===== src/include/uecs_pkg.sv =====
// Constants, register layout and carriers for the UART enhanced control and status block.
// Assumes an APB master on pclk and a UART core that supplies FIFO, shifter and serial events.
// Notes on behaviour
// - Status RTS/DTR bits invert pins outside loopback
// - Special char flag sets, clears on status read
// - Report raw FIFO-size pin and FIFO depth while FIFOs enabled
// - Transmitter idle when FIFO and shifter empty
// - Tx level over-reports, rx level under-reports
// - Receiver disable stores nothing, keeps flow control
// - Transmitter disable holds data, flow chars allowed
// - DSR inactive high blocks transmission when enabled
// - DTR field picks modem, flow, RS485 enables
// - Clock select bits 4/5 put clock on DTR
// - Enhanced enable picks programmable or legacy thresholds
// - Read remap for indexed and extended status reads
// - Tx interrupt when level below tx trigger
// - Zero tx trigger means fully idle transmitter
// - Rx interrupt when level reaches rx trigger
// - Legacy XOFF at upper, XON below lower
// - One XOFF at high, one XON below low
// - RTS/DTR deassert at high, reassert below low
// - Four read-only identification bytes at 08-0B
// - Clock select cleared by hardware reset only
// - Two-bit receiver clock source select
// - Receiver 1x bit selects isochronous sampling
// - Transmitter clock source and 1x select
package uecs_pkg;
    // Indexed register offsets, byte address is four times the index.
    localparam logic [4:0] IDX_ACR  = 5'h00;
    localparam logic [4:0] IDX_CKS  = 5'h03;
    localparam logic [4:0] IDX_TTL  = 5'h04;
    localparam logic [4:0] IDX_RTL  = 5'h05;
    localparam logic [4:0] IDX_FCL  = 5'h06;
    localparam logic [4:0] IDX_FCH  = 5'h07;
    localparam logic [4:0] IDX_ID1  = 5'h08;
    localparam logic [4:0] IDX_ID2  = 5'h09;
    localparam logic [4:0] IDX_ID3  = 5'h0A;
    localparam logic [4:0] IDX_REV  = 5'h0B;
    // Own registers in a second window: word indices 0x10 upward.
    localparam logic [4:0] IDX_LSR  = 5'h10;
    localparam logic [4:0] IDX_IER  = 5'h11;
    localparam logic [4:0] IDX_LCR  = 5'h12;
    localparam logic [4:0] IDX_MCR  = 5'h13;
    localparam logic [4:0] IDX_FCR  = 5'h14;
    localparam logic [4:0] IDX_EFR  = 5'h15;
    localparam logic [4:0] IDX_SEL  = 5'h16;
    localparam logic [4:0] IDX_ASR  = 5'h17;
    localparam logic [4:0] IDX_CTL  = 5'h18;
    // Arbitrary neutral identification values.
    localparam logic [7:0] ID1_VAL  = 8'hA1;
    localparam logic [7:0] ID2_VAL  = 8'hA2;
    localparam logic [7:0] ID3_VAL  = 8'hA3;
    localparam logic [7:0] REV_VAL  = 8'h01;
    // Additional control bits.
    localparam int ACR_RXDIS = 0;
    localparam int ACR_TXDIS = 1;
    localparam int ACR_DSRFC = 2;
    localparam int ACR_DTR_LO = 3;
    localparam int ACR_ENH   = 5;
    localparam int ACR_IDXRD = 6;
    localparam int ACR_ASREN = 7;
    // Other bit positions.
    localparam int IER_RX    = 0;
    localparam int IER_TX    = 1;
    localparam int MCR_RTS   = 1;
    localparam int MCR_DTR   = 0;
    localparam int MCR_LOOP  = 4;
    localparam int FCR_EN    = 0;
    localparam int EFR_RTS   = 6;
    localparam int EFR_CTS   = 7;
    localparam int ASR_TXOFF = 0;
    localparam int ASR_SPEC  = 4;
    localparam int CTL_SWRST = 0;
    localparam logic [7:0] RESET_BYTE = 8'h00;
    localparam logic [7:0] FULL_DEPTH = 8'h80;
    localparam logic [7:0] SMALL_DEPTH = 8'h10;
    localparam logic [1:0] DTR_NORMAL = 2'b00;
    localparam logic [1:0] DTR_FLOW   = 2'b01;
    localparam logic [1:0] DTR_485LO  = 2'b10;
    localparam logic [1:0] DTR_485HI  = 2'b11;
    localparam logic [1:0] RXC_PIN    = 2'b00;
    localparam logic [1:0] RXC_DSR    = 2'b01;
    localparam logic [1:0] RXC_BAUD   = 2'b10;
    localparam logic [1:0] RXC_TX     = 2'b11;
    // Legacy upper thresholds per FIFO_CTRL_REG[7:6] code, one fixed lower threshold, transmit levels per [5:4].
    localparam logic [7:0] LEG_HI0 = 8'h10;
    localparam logic [7:0] LEG_HI1 = 8'h20;
    localparam logic [7:0] LEG_HI2 = 8'h70;
    localparam logic [7:0] LEG_HI3 = 8'h78;
    localparam logic [7:0] LEG_LO  = 8'h01;
    localparam logic [7:0] LEG_TX0 = 8'h10;
    localparam logic [7:0] LEG_TX1 = 8'h20;
    localparam logic [7:0] LEG_TX2 = 8'h40;
    localparam logic [7:0] LEG_TX3 = 8'h70;

    typedef enum logic [1:0] {FC_RUN, FC_SEND_XOFF, FC_STOPPED, FC_SEND_XON} uecs_fc_t;

    // Status from the UART core.
    typedef struct packed {
        logic       tx_fifo_empty;
        logic       tx_shift_empty;
        logic       serial_output_idle;
        logic       tx_push;
        logic       tx_pop;
        logic       rx_frame_done;
        logic       rx_is_special;
        logic       rx_is_flowchar;
        logic       rx_pop;
        logic       rx_busy;
        logic       tx_busy;
        logic [7:0] line_stat_reg;
    } uecs_core_t;

    // Controls to the UART core.
    typedef struct packed {
        logic       rx_store_en;
        logic       rx_special_en;
        logic       tx_data_en;
        logic       send_xoff;
        logic       send_xon;
        logic [1:0] rx_clk_src;
        logic       rx_iso;
        logic       tx_clk_ext;
        logic       tx_iso;
        logic       irq_tx;
        logic       irq_rx;
    } uecs_ctrl_t;
endpackage


===== src/design/uecs_top.sv =====
// Enhanced control and status logic for one UART channel, with an APB register slave.
// Assumes the UART core drives core_i in pclk and acts on ctrl_o the same cycle.
`timescale 1ns/1ps
`default_nettype none
module uecs_top #(
    parameter int DEPTH = 128
) (
    // APB slave
    input  wire logic                 pclk,
    input  wire logic                 presetn,
    input  wire logic                 clk_en,
    input  wire logic                 psel,
    input  wire logic                 penable,
    input  wire logic                 pwrite,
    input  wire logic [7:0]           paddr,
    input  wire logic [31:0]          pwdata,
    output logic                      pready,
    output logic                      pslverr,
    output logic [31:0]               prdata,
    // UART core
    input  wire uecs_pkg::uecs_core_t core_i,
    output uecs_pkg::uecs_ctrl_t      ctrl_o,
    // Pins
    input  wire logic                 fifo_size_pin,
    input  wire logic                 dsr_n,
    input  wire logic                 tx_clk_1x,
    input  wire logic                 baud_gen_output,
    output logic                      rts_n,
    output logic                      dtr_n
);
    import uecs_pkg::*;

    // Only the two supported FIFO depths have a size code in the status byte.
    if (DEPTH != 128 && DEPTH != 16)
    begin : g_depth_check
        $error("DEPTH must be 16 or 128");
    end

    logic [7:0] acr_ff, cks_ff, ttl_ff, rtl_ff, fcl_ff, fch_ff;
    logic [7:0] ier_ff, lcr_ff, mcr_ff, fcr_ff, efr_ff;
    logic [4:0] sel_ff;
    logic       spec_ff, txoff_ff, swrst_ff;
    logic [7:0] rx_cnt_ff, tx_cnt_ff;
    logic       rxdis_ff, txdis_ff;
    uecs_fc_t   fc_ff;
    logic       oob_stop_ff;

    logic       wr_en, rd_en;
    logic [4:0] widx;
    logic [7:0] wb;
    logic [7:0] hi_th, lo_th, tx_th, rx_th, asr_v, rd_val;
    logic       tx_idle, fifo_big, flow_on;

    assign wr_en = psel & penable & pwrite & clk_en;
    assign rd_en = psel & penable & ~pwrite & clk_en;
    assign widx  = paddr[6:2];
    assign wb    = pwdata[7:0];
    assign pready = 1'b1;

    // Legacy thresholds come from the FIFO control trigger code.
    function automatic logic [7:0] leg_hi(input logic [1:0] c);
        case (c)
            2'd0: leg_hi = LEG_HI0;
            2'd1: leg_hi = LEG_HI1;
            2'd2: leg_hi = LEG_HI2;
            default: leg_hi = LEG_HI3;
        endcase
    endfunction

    function automatic logic [7:0] leg_tx(input logic [1:0] c);
        case (c)
            2'd0: leg_tx = LEG_TX0;
            2'd1: leg_tx = LEG_TX1;
            2'd2: leg_tx = LEG_TX2;
            default: leg_tx = LEG_TX3;
        endcase
    endfunction

    // The status byte is reached at its own index or through the remapped enable location.
    function automatic logic hits_status(input logic [4:0] idx, input logic remap);
        hits_status = idx == IDX_ASR || (idx == IDX_IER && remap);
    endfunction

    always_comb
    begin
        if (acr_ff[ACR_ENH])
        begin
            hi_th = fch_ff;
            lo_th = fcl_ff;
            tx_th = {1'b0, ttl_ff[6:0]};
            rx_th = {1'b0, rtl_ff[6:0]};
        end
        else
        begin
            hi_th = leg_hi(fcr_ff[7:6]);
            lo_th = LEG_LO;
            tx_th = leg_tx(fcr_ff[5:4]);
            rx_th = leg_hi(fcr_ff[7:6]);
        end
    end

    // Control registers; clock select survives the channel software reset.
    always_ff @(posedge pclk or negedge presetn)
    begin
        if (!presetn)
        begin
            cks_ff <= RESET_BYTE;
        end
        else if (wr_en && widx == IDX_CKS)
        begin
            cks_ff <= wb;
        end
    end

    always_ff @(posedge pclk or negedge presetn)
    begin
        if (!presetn)
        begin
            acr_ff <= RESET_BYTE; ttl_ff <= RESET_BYTE; rtl_ff <= RESET_BYTE;
            fcl_ff <= RESET_BYTE; fch_ff <= RESET_BYTE; ier_ff <= RESET_BYTE;
            lcr_ff <= RESET_BYTE; mcr_ff <= RESET_BYTE; fcr_ff <= RESET_BYTE;
            efr_ff <= RESET_BYTE; sel_ff <= 5'h00;
        end
        else if (swrst_ff && clk_en)
        begin
            acr_ff <= RESET_BYTE; ttl_ff <= RESET_BYTE; rtl_ff <= RESET_BYTE;
            fcl_ff <= RESET_BYTE; fch_ff <= RESET_BYTE; ier_ff <= RESET_BYTE;
            lcr_ff <= RESET_BYTE; mcr_ff <= RESET_BYTE; fcr_ff <= RESET_BYTE;
            efr_ff <= RESET_BYTE; sel_ff <= 5'h00;
        end
        else if (wr_en)
        begin
            // Writes always reach the original register whatever the read remap.
            case (widx)
                IDX_ACR: acr_ff <= wb;
                IDX_TTL: ttl_ff <= wb;
                IDX_RTL: rtl_ff <= wb;
                IDX_FCL: fcl_ff <= wb;
                IDX_FCH: fch_ff <= wb;
                IDX_IER: ier_ff <= wb;
                IDX_LCR: lcr_ff <= wb;
                IDX_MCR: mcr_ff <= wb;
                IDX_FCR: fcr_ff <= wb;
                IDX_EFR: efr_ff <= wb;
                IDX_SEL: sel_ff <= wb[4:0];
                default: ;
            endcase
        end
    end

    always_ff @(posedge pclk or negedge presetn)
    begin
        if (!presetn)
        begin
            swrst_ff <= 1'b0;
        end
        else if (clk_en)
        begin
            swrst_ff <= wr_en && widx == IDX_CTL && wb[CTL_SWRST];
        end
    end

    // Disable bits take effect only between frames.
    always_ff @(posedge pclk or negedge presetn)
    begin
        if (!presetn)
        begin
            rxdis_ff <= 1'b0;
            txdis_ff <= 1'b0;
        end
        else if (clk_en)
        begin
            if (!core_i.rx_busy)
            begin
                rxdis_ff <= acr_ff[ACR_RXDIS];
            end
            if (!core_i.tx_busy)
            begin
                txdis_ff <= acr_ff[ACR_TXDIS];
            end
        end
    end

    // Live counts: transmit reported as pushed-not-yet-sent, so never below truth.
    always_ff @(posedge pclk or negedge presetn)
    begin
        if (!presetn)
        begin
            rx_cnt_ff <= RESET_BYTE;
            tx_cnt_ff <= RESET_BYTE;
        end
        else if (clk_en)
        begin
            rx_cnt_ff <= rx_cnt_ff
                + 8'((core_i.rx_frame_done && !rxdis_ff) ? 1 : 0)
                - 8'(core_i.rx_pop ? 1 : 0);
            // An empty FIFO resyncs the count, yet a push in that same cycle still counts.
            tx_cnt_ff <= (core_i.tx_fifo_empty && !core_i.tx_push) ? RESET_BYTE
                : tx_cnt_ff + 8'(core_i.tx_push ? 1 : 0) - 8'(core_i.tx_pop ? 1 : 0);
        end
    end

    // Special character flag: a new detection wins over the clearing read.
    always_ff @(posedge pclk or negedge presetn)
    begin
        if (!presetn)
        begin
            spec_ff <= 1'b0;
        end
        else if (clk_en)
        begin
            if (core_i.rx_frame_done && core_i.rx_is_special && !rxdis_ff)
            begin
                spec_ff <= 1'b1;
            end
            else if (rd_en && hits_status(widx, acr_ff[ACR_ASREN]))
            begin
                spec_ff <= 1'b0;
            end
        end
    end

    assign flow_on = efr_ff[3:0] != 4'h0;

    // In-band flow control: exactly one XOFF per crossing of the high level.
    always_ff @(posedge pclk or negedge presetn)
    begin
        if (!presetn)
        begin
            fc_ff <= FC_RUN;
        end
        else if (clk_en)
        begin
            case (fc_ff)
                FC_RUN:       if (flow_on && rx_cnt_ff >= hi_th) fc_ff <= FC_SEND_XOFF;
                FC_SEND_XOFF: fc_ff <= FC_STOPPED;
                FC_STOPPED:   if (rx_cnt_ff < lo_th) fc_ff <= FC_SEND_XON;
                FC_SEND_XON:  fc_ff <= FC_RUN;
                default:      fc_ff <= FC_RUN;
            endcase
        end
    end

    // Out-of-band stop state for RTS and DTR.
    always_ff @(posedge pclk or negedge presetn)
    begin
        if (!presetn)
        begin
            oob_stop_ff <= 1'b0;
        end
        else if (clk_en)
        begin
            if (rx_cnt_ff >= hi_th)
            begin
                oob_stop_ff <= 1'b1;
            end
            else if (rx_cnt_ff < lo_th)
            begin
                oob_stop_ff <= 1'b0;
            end
        end
    end

    always_ff @(posedge pclk or negedge presetn)
    begin
        if (!presetn)
        begin
            txoff_ff <= 1'b0;
        end
        else if (clk_en)
        begin
            txoff_ff <= 1'b0;
        end
    end

    assign tx_idle  = core_i.tx_fifo_empty && core_i.tx_shift_empty;
    assign fifo_big = DEPTH == 128;

    // Pin outputs; RS485 enable waits for the line to settle at mark.
    always_comb
    begin
        rts_n = ~mcr_ff[MCR_RTS] | (efr_ff[EFR_RTS] & oob_stop_ff);
        if (cks_ff[4])
        begin
            dtr_n = tx_clk_1x;
        end
        else if (cks_ff[5])
        begin
            dtr_n = baud_gen_output;
        end
        else
        begin
            case (acr_ff[4:3])
                DTR_NORMAL: dtr_n = ~mcr_ff[MCR_DTR];
                DTR_FLOW:   dtr_n = oob_stop_ff;
                DTR_485LO:  dtr_n = tx_idle & core_i.serial_output_idle;
                default:    dtr_n = ~(tx_idle & core_i.serial_output_idle);
            endcase
        end
    end

    always_comb
    begin
        asr_v = {tx_idle,
                 fifo_big & fcr_ff[FCR_EN],
                 fifo_size_pin,
                 spec_ff,
                 mcr_ff[MCR_LOOP] ? oob_stop_ff : ~dtr_n,
                 mcr_ff[MCR_LOOP] ? oob_stop_ff : ~rts_n,
                 fc_ff == FC_STOPPED,
                 txoff_ff};
        case (widx)
            IDX_LSR: rd_val = acr_ff[ACR_IDXRD] ? 8'h00 : core_i.line_stat_reg;
            IDX_IER: rd_val = acr_ff[ACR_ASREN] ? asr_v : ier_ff;
            IDX_LCR: rd_val = acr_ff[ACR_ASREN] ? tx_cnt_ff : lcr_ff;
            IDX_MCR: rd_val = acr_ff[ACR_ASREN] ? rx_cnt_ff : mcr_ff;
            IDX_FCR: rd_val = fcr_ff;
            IDX_EFR: rd_val = efr_ff;
            IDX_SEL: rd_val = {3'b000, sel_ff};
            IDX_ASR: rd_val = asr_v;
            IDX_ACR: rd_val = acr_ff;
            IDX_CKS: rd_val = cks_ff;
            IDX_TTL: rd_val = ttl_ff;
            IDX_RTL: rd_val = rtl_ff;
            IDX_FCL: rd_val = fcl_ff;
            IDX_FCH: rd_val = fch_ff;
            IDX_ID1: rd_val = ID1_VAL;
            IDX_ID2: rd_val = ID2_VAL;
            IDX_ID3: rd_val = ID3_VAL;
            IDX_REV: rd_val = REV_VAL;
            default: rd_val = 8'h00;
        endcase
        if (widx == IDX_LSR && acr_ff[ACR_IDXRD])
        begin
            case (sel_ff)
                IDX_ACR: rd_val = acr_ff;
                IDX_CKS: rd_val = cks_ff;
                IDX_TTL: rd_val = ttl_ff;
                IDX_RTL: rd_val = rtl_ff;
                IDX_FCL: rd_val = fcl_ff;
                IDX_FCH: rd_val = fch_ff;
                IDX_ID1: rd_val = ID1_VAL;
                IDX_ID2: rd_val = ID2_VAL;
                IDX_ID3: rd_val = ID3_VAL;
                IDX_REV: rd_val = REV_VAL;
                default: rd_val = 8'h00;
            endcase
        end
    end

    always_ff @(posedge pclk or negedge presetn)
    begin
        if (!presetn)
        begin
            prdata <= 32'h00000000;
        end
        else if (clk_en && psel && !penable && !pwrite)
        begin
            prdata <= {24'h000000, rd_val};
        end
    end

    assign pslverr = 1'b0;

    always_comb
    begin
        ctrl_o.rx_store_en   = ~rxdis_ff;
        ctrl_o.rx_special_en = ~rxdis_ff;
        ctrl_o.tx_data_en    = ~txdis_ff
                             & ~(acr_ff[ACR_DSRFC] & dsr_n);
        ctrl_o.send_xoff     = fc_ff == FC_SEND_XOFF;
        ctrl_o.send_xon      = fc_ff == FC_SEND_XON;
        ctrl_o.rx_clk_src    = cks_ff[1:0];
        ctrl_o.rx_iso        = cks_ff[3];
        ctrl_o.tx_clk_ext    = cks_ff[6];
        ctrl_o.tx_iso        = cks_ff[7];
        ctrl_o.irq_tx        = ier_ff[IER_TX] & ((tx_th == 8'h00)
            ? (tx_idle & core_i.serial_output_idle) : (tx_cnt_ff < tx_th));
        ctrl_o.irq_rx        = ier_ff[IER_RX] & (rx_cnt_ff >= rx_th);
    end

    // Sanity checks on the outputs against their causes.
    tx_idle_a: assert property (@(posedge pclk) disable iff (!presetn)
        clk_en && psel && !penable && !pwrite && hits_status(widx, acr_ff[ACR_ASREN])
        |=> prdata[7] == $past(core_i.tx_fifo_empty && core_i.tx_shift_empty))
        else $error("idle bit wrong");
    spec_set_a: assert property (@(posedge pclk) disable iff (!presetn)
        clk_en && core_i.rx_frame_done && core_i.rx_is_special && !rxdis_ff |=> spec_ff)
        else $error("special flag not set");
    dsr_block_a: assert property (@(posedge pclk) disable iff (!presetn)
        acr_ff[ACR_DSRFC] && dsr_n |-> !ctrl_o.tx_data_en)
        else $error("dsr did not block");
    xoff_once_a: assert property (@(posedge pclk) disable iff (!presetn)
        ctrl_o.send_xoff && clk_en |=> !ctrl_o.send_xoff)
        else $error("xoff repeated");
    rts_stop_a: assert property (@(posedge pclk) disable iff (!presetn)
        efr_ff[EFR_RTS] && oob_stop_ff |-> rts_n)
        else $error("rts not deasserted");
    clk_dtr_a: assert property (@(posedge pclk) disable iff (!presetn)
        cks_ff[4] |-> dtr_n == tx_clk_1x)
        else $error("dtr clock missing");
    rx_irq_a: assert property (@(posedge pclk) disable iff (!presetn)
        acr_ff[ACR_ENH] && ier_ff[IER_RX] && rx_cnt_ff >= {1'b0, rtl_ff[6:0]} |-> ctrl_o.irq_rx)
        else $error("rx irq missing");
    cks_keep_a: assert property (@(posedge pclk) disable iff (!presetn)
        swrst_ff && clk_en && !(wr_en && widx == IDX_CKS) |=> $stable(cks_ff))
        else $error("clock select lost");
endmodule
`default_nettype wire


===== config.mk =====
export PLATFORM = sky130hd
export DESIGN_NAME = uecs_top
export DESIGN_NICKNAME = d
export VERILOG_FILES = /design/src/include/uecs_pkg.sv /design/src/design/uecs_top.sv
export SDC_FILE = /design/constraint.sdc
export NUM_CORES = 1
export LEC_CHECK = 0
export BUFFER_PORTS_ARGS = -buffer_cell sky130_fd_sc_hd__buf_2
export CORE_ASPECT_RATIO = 0.6
export CORE_UTILIZATION = 53
export CTS_CLUSTER_SIZE = 10
export DETAILED_ROUTE_END_ITERATION = 16
export GPL_TIMING_DRIVEN = 1
export PLACE_DENSITY = 0.77
export SLEW_MARGIN = 20
export SYNTH_ARGS = -nofsm -noshare
export SYNTH_HDL_FRONTEND = slang
export SYNTH_SLANG_ARGS = --single-unit

===== constraint.sdc =====
create_clock -name pclk -period 2.55 [get_ports pclk]
set_clock_uncertainty 0.1 [all_clocks]
set_input_delay 0.1275 -clock pclk [delete_from_list [all_inputs] [get_ports pclk]]
set_output_delay 0.1275 -clock pclk [all_outputs]
set_load 0.005 [all_outputs]

==> qor.yml <==
run_status:
  status: "finished, violations left"
  violations: "hold timing, setup timing"
placement:
  dpl.hpwl_um: 22210
  io_buffers: 62
  gp_congestion: 1.073
  place_ws_ps: -113.8
floorplanning:
  initial_core_util_pct: 54.65
  io_pins: 117
  chipHeight_um: 99.80
  die_x_um: 165.0
  die_area_mm2: 0.01647
  core-area_mm2: 0.01546
  rows: 35
grt:
  grt_usage_pct: 38.08
  grt_first_pass_wirelength_um: 45750
  grt_max_degree: 52
  overflow: 0
  antenna_found_initial: 0
  grt_pass1_vias: 7556
setup_path:
  cp_max_fo: 3
  path_delay_family: "compound AO/OA/AOI/OAI gates"
  crit_chain: "buf_12, and2_4, ha_4, nand2b_4, a21o_1, a21o_1, a211oi_2, o21ai_1, o311a_1, buf_2"
  crit_path_end_kind: "primary output"
  path_class: "reg2out"
  crit_top_cell: "a21o_1"
  worstPathRequired_ps: 2320
  crit_slowest_cell: "dfrtp_2"
  startpoint_type: "flip-flop"
  arrival_ps: 2380
  cp.buffers_inverters: 2
  max_stage_delay_ps: 450
synthesis:
  synthCells: 904
  yosysWarningCount: 0
  async_flop_share_pct: 100.0
  synth_enable_flop_cells: 0
  avgSynthCellArea_um2: 9.345
  synth.distinct_cells: 74
  syn_area_mm2: 0.008448
  ys_seq_elements: 124
  ys_seq_area_share_pct: 36.73
  ys.flop_type: "dfrtp_1"
timing:
  rsz0062_at_grt: "true"
  period_share_pct: 102.3
  fin_tns_setup_ps: -57.43
  setup_violations: 1
  hold_ws_ps: -4.006
  drv_slew: 0
  hold_viol: 1
  relSlewSlack_pct: 44.95
  worst_pin_slew_ps: 822.7
  fin_crit_ps: 2607
  max_freq_ghz: 0.3835
  setup_ws_ps: -57.43
drt:
  via_per_inst: 6.541
  first_pass_iters: 6
  ant_nets: 0
  wire_per_inst_um: 24.76
  vias: 8072
  drt-total-wl_um: 30560
  first_iter_violations: 1115
  route.detailed.drc: 0
clock_network:
  clkSinkCount: 124
  numCtsBuffers: 17
  clockBufferDepth: 2
  cts_tree: "done"
  clock_latency_ps: 420
  htreeDepth: 4
  cts.clk_slew.worst_paths_ps: 60
  root_buffer: "clkbuf_16"
worst_hold_path:
  hp-class: "in2reg"
power_and_ir_drop:
  fin_total_pwr_w: 0.008300
  vdd_drop_max_mv: 0.7241
  leakagePower_nw: 4.548
  powerDensity_mw_per_mm2: 809.7
cells_and_area:
  syn2layout_area_growth_pct: 21.33
  drive_gt1_share_pct: 24.54
  finalCoreUtilization_pct: 66.31
  diodes: 0
  fin_nets: 1139
run:
  maxCapViolations: 0
-- placed cells by master, fill, tap and decap left out, types with 6 or more instances in the layout --
cell type / instances
a21oi_1: 56
clkbuf_16: 17
mux2i_1: 84
a22oi_1: 22
mux2_2: 8
nor2b_1: 10
xnor2_1: 6
nand2_1: 80
nand2b_1: 6
inv_1: 35
buf_2: 61
a21o_1: 7
nand3_1: 17
o2111ai_1: 6
dlygate4sd3_1: 6
nor3_4: 9
buf_4: 79
nor2_2: 6
o21ai_1: 7
o21ai_0: 40
nand4_1: 7
dfrtp_1: 122
ha_1: 44
a222oi_1: 6
nor2_1: 92
conb_1: 26
o22ai_1: 9
a221oi_1: 17
-- routing by layer --
metal  vias up  GRT usage, %  share of wire (%)
li1       3468             -                  -
met3        90         13.76                 15
met1      3918         56.52                 43
met2       596         51.21                 40
met4         0         11.15                2.8
met5         -             0                  0
-- worst min-delay path, stage by stage --
cell and delay [ps]:
buf_2 110, nand3_1 80, o31ai_1 80, o21ai_0 80
-- final timing paths --
check                           startpoint   endpoint  slack (ps)  cells past startpoint
worst max-delay path             acr_ff[5]  ctrl_o[0]         -60                     10
worst min-delay path                  psel    spec_ff          -4                      4
worst max register to register   acr_ff[5]   fc_ff[1]           0                     11
worst min register to register    swrst_ff   swrst_ff         400                      2
max in group asynchronous          presetn  efr_ff[6]        1350                      3
min in group asynchronous          presetn    spec_ff         210                      2
-- logic make-up after synthesis --
| group | after synthesis | synth area share, % |
|---|---|---|
| muxes | 96 | 11.95 |
| and+or+nand+nor | 274 | 17.06 |
| DFF | 124 | 36.73 |
| buffers and inverters | 120 | 7.376 |
| AOI/OAI and AO/OA | 227 | 17.98 |
| other | 2 | 0.08890 |
| xor gates and xnor gates | 9 | 0.9331 |
| adders and majority gates | 52 | 7.879 |
-- area by class of cell --
class | instances | area (um2)
fill | 1277 | 5209
clock inverter | 13 | 214.0
inverter | 36 | 135.1
timing repair buffer | 155 | 1104
multi-input combinational | 684 | 4995
sequential | 124 | 3105
tap | 203 | 254.0
clock buffer | 19 | 442.9
-- cells in the mapped netlist (3+ instances only) --
| cell type | n | area share (%) |
|---|---|---|
| o32a_1 | 5 | 0.59 |
| o31ai_1 | 4 | 0.36 |
| nor3b_1 | 3 | 0.27 |
| o22ai_1 | 10 | 0.74 |
| xor2_1 | 3 | 0.31 |
| nor3_4 | 9 | 1.7 |
| dfrtp_1 | 124 | 37 |
| o211a_1 | 3 | 0.36 |
| nor2_1 | 93 | 4.1 |
| nor2b_1 | 11 | 0.81 |
| a21o_1 | 7 | 0.62 |
| xnor2_1 | 6 | 0.62 |
| o22a_1 | 3 | 0.31 |
| nand4_1 | 7 | 0.52 |
| mux2_2 | 9 | 1.2 |
| inv_1 | 36 | 1.6 |
| a22o_1 | 3 | 0.31 |
| nand3_1 | 18 | 1.1 |
| nand2_1 | 82 | 3.6 |
| buf_4 | 34 | 3.0 |
| o2bb2ai_1 | 4 | 0.41 |
| or3_1 | 7 | 0.52 |
| a22oi_1 | 22 | 2.0 |
| mux2i_1 | 84 | 10 |
| nor3_1 | 5 | 0.30 |
| nand2b_1 | 7 | 0.52 |
| mux4_2 | 3 | 0.80 |
| a221oi_1 | 18 | 1.9 |
| a211oi_1 | 5 | 0.44 |
| a222oi_1 | 6 | 0.71 |
| o2111ai_1 | 6 | 0.62 |
| clkbuf_1 | 32 | 1.4 |
| o41ai_1 | 4 | 0.41 |
| and2_1 | 4 | 0.30 |
| buf_2 | 11 | 0.65 |
| ha_1 | 50 | 7.4 |
| nor2_2 | 5 | 0.37 |
| and3b_1 | 4 | 0.41 |
| a21oi_1 | 59 | 3.5 |
| buf_6 | 4 | 0.53 |
| o21ai_0 | 50 | 3.0 |
-- power by group --
part	switching (W)	total [W]	internal, W
clock network	0.000970	0.00274	0.00177
logic	0.00161	0.00297	0.00136
registers	0.000375	0.00259	0.00221
total	0.00295	0.00830	0.00535
-- stage by stage --
step,hold slack [ps],instance area (um2),cells
after floorplan,-268.1,8548,928
after global placement,124.6,9266,1186
after detailed placement,131.4,9266,1186
after CTS,1.881,10170,1233
after global routing,0.3479,10250,1234
final,-4.006,10250,1234
-- timing repair --
| item | in CTS | in global routing |
|---|---|---|
| endpoints found under the setup margin | 7 | 12 |
| pin swaps | 18 | 12 |
| hold buffers | 6 | 0 |
| hold endpoints to repair | 50 | 0 |
| gates resized for setup | 33 | 20 |
| setup buffers | 9 | 3 |
(Power assumes the default switching activity.)
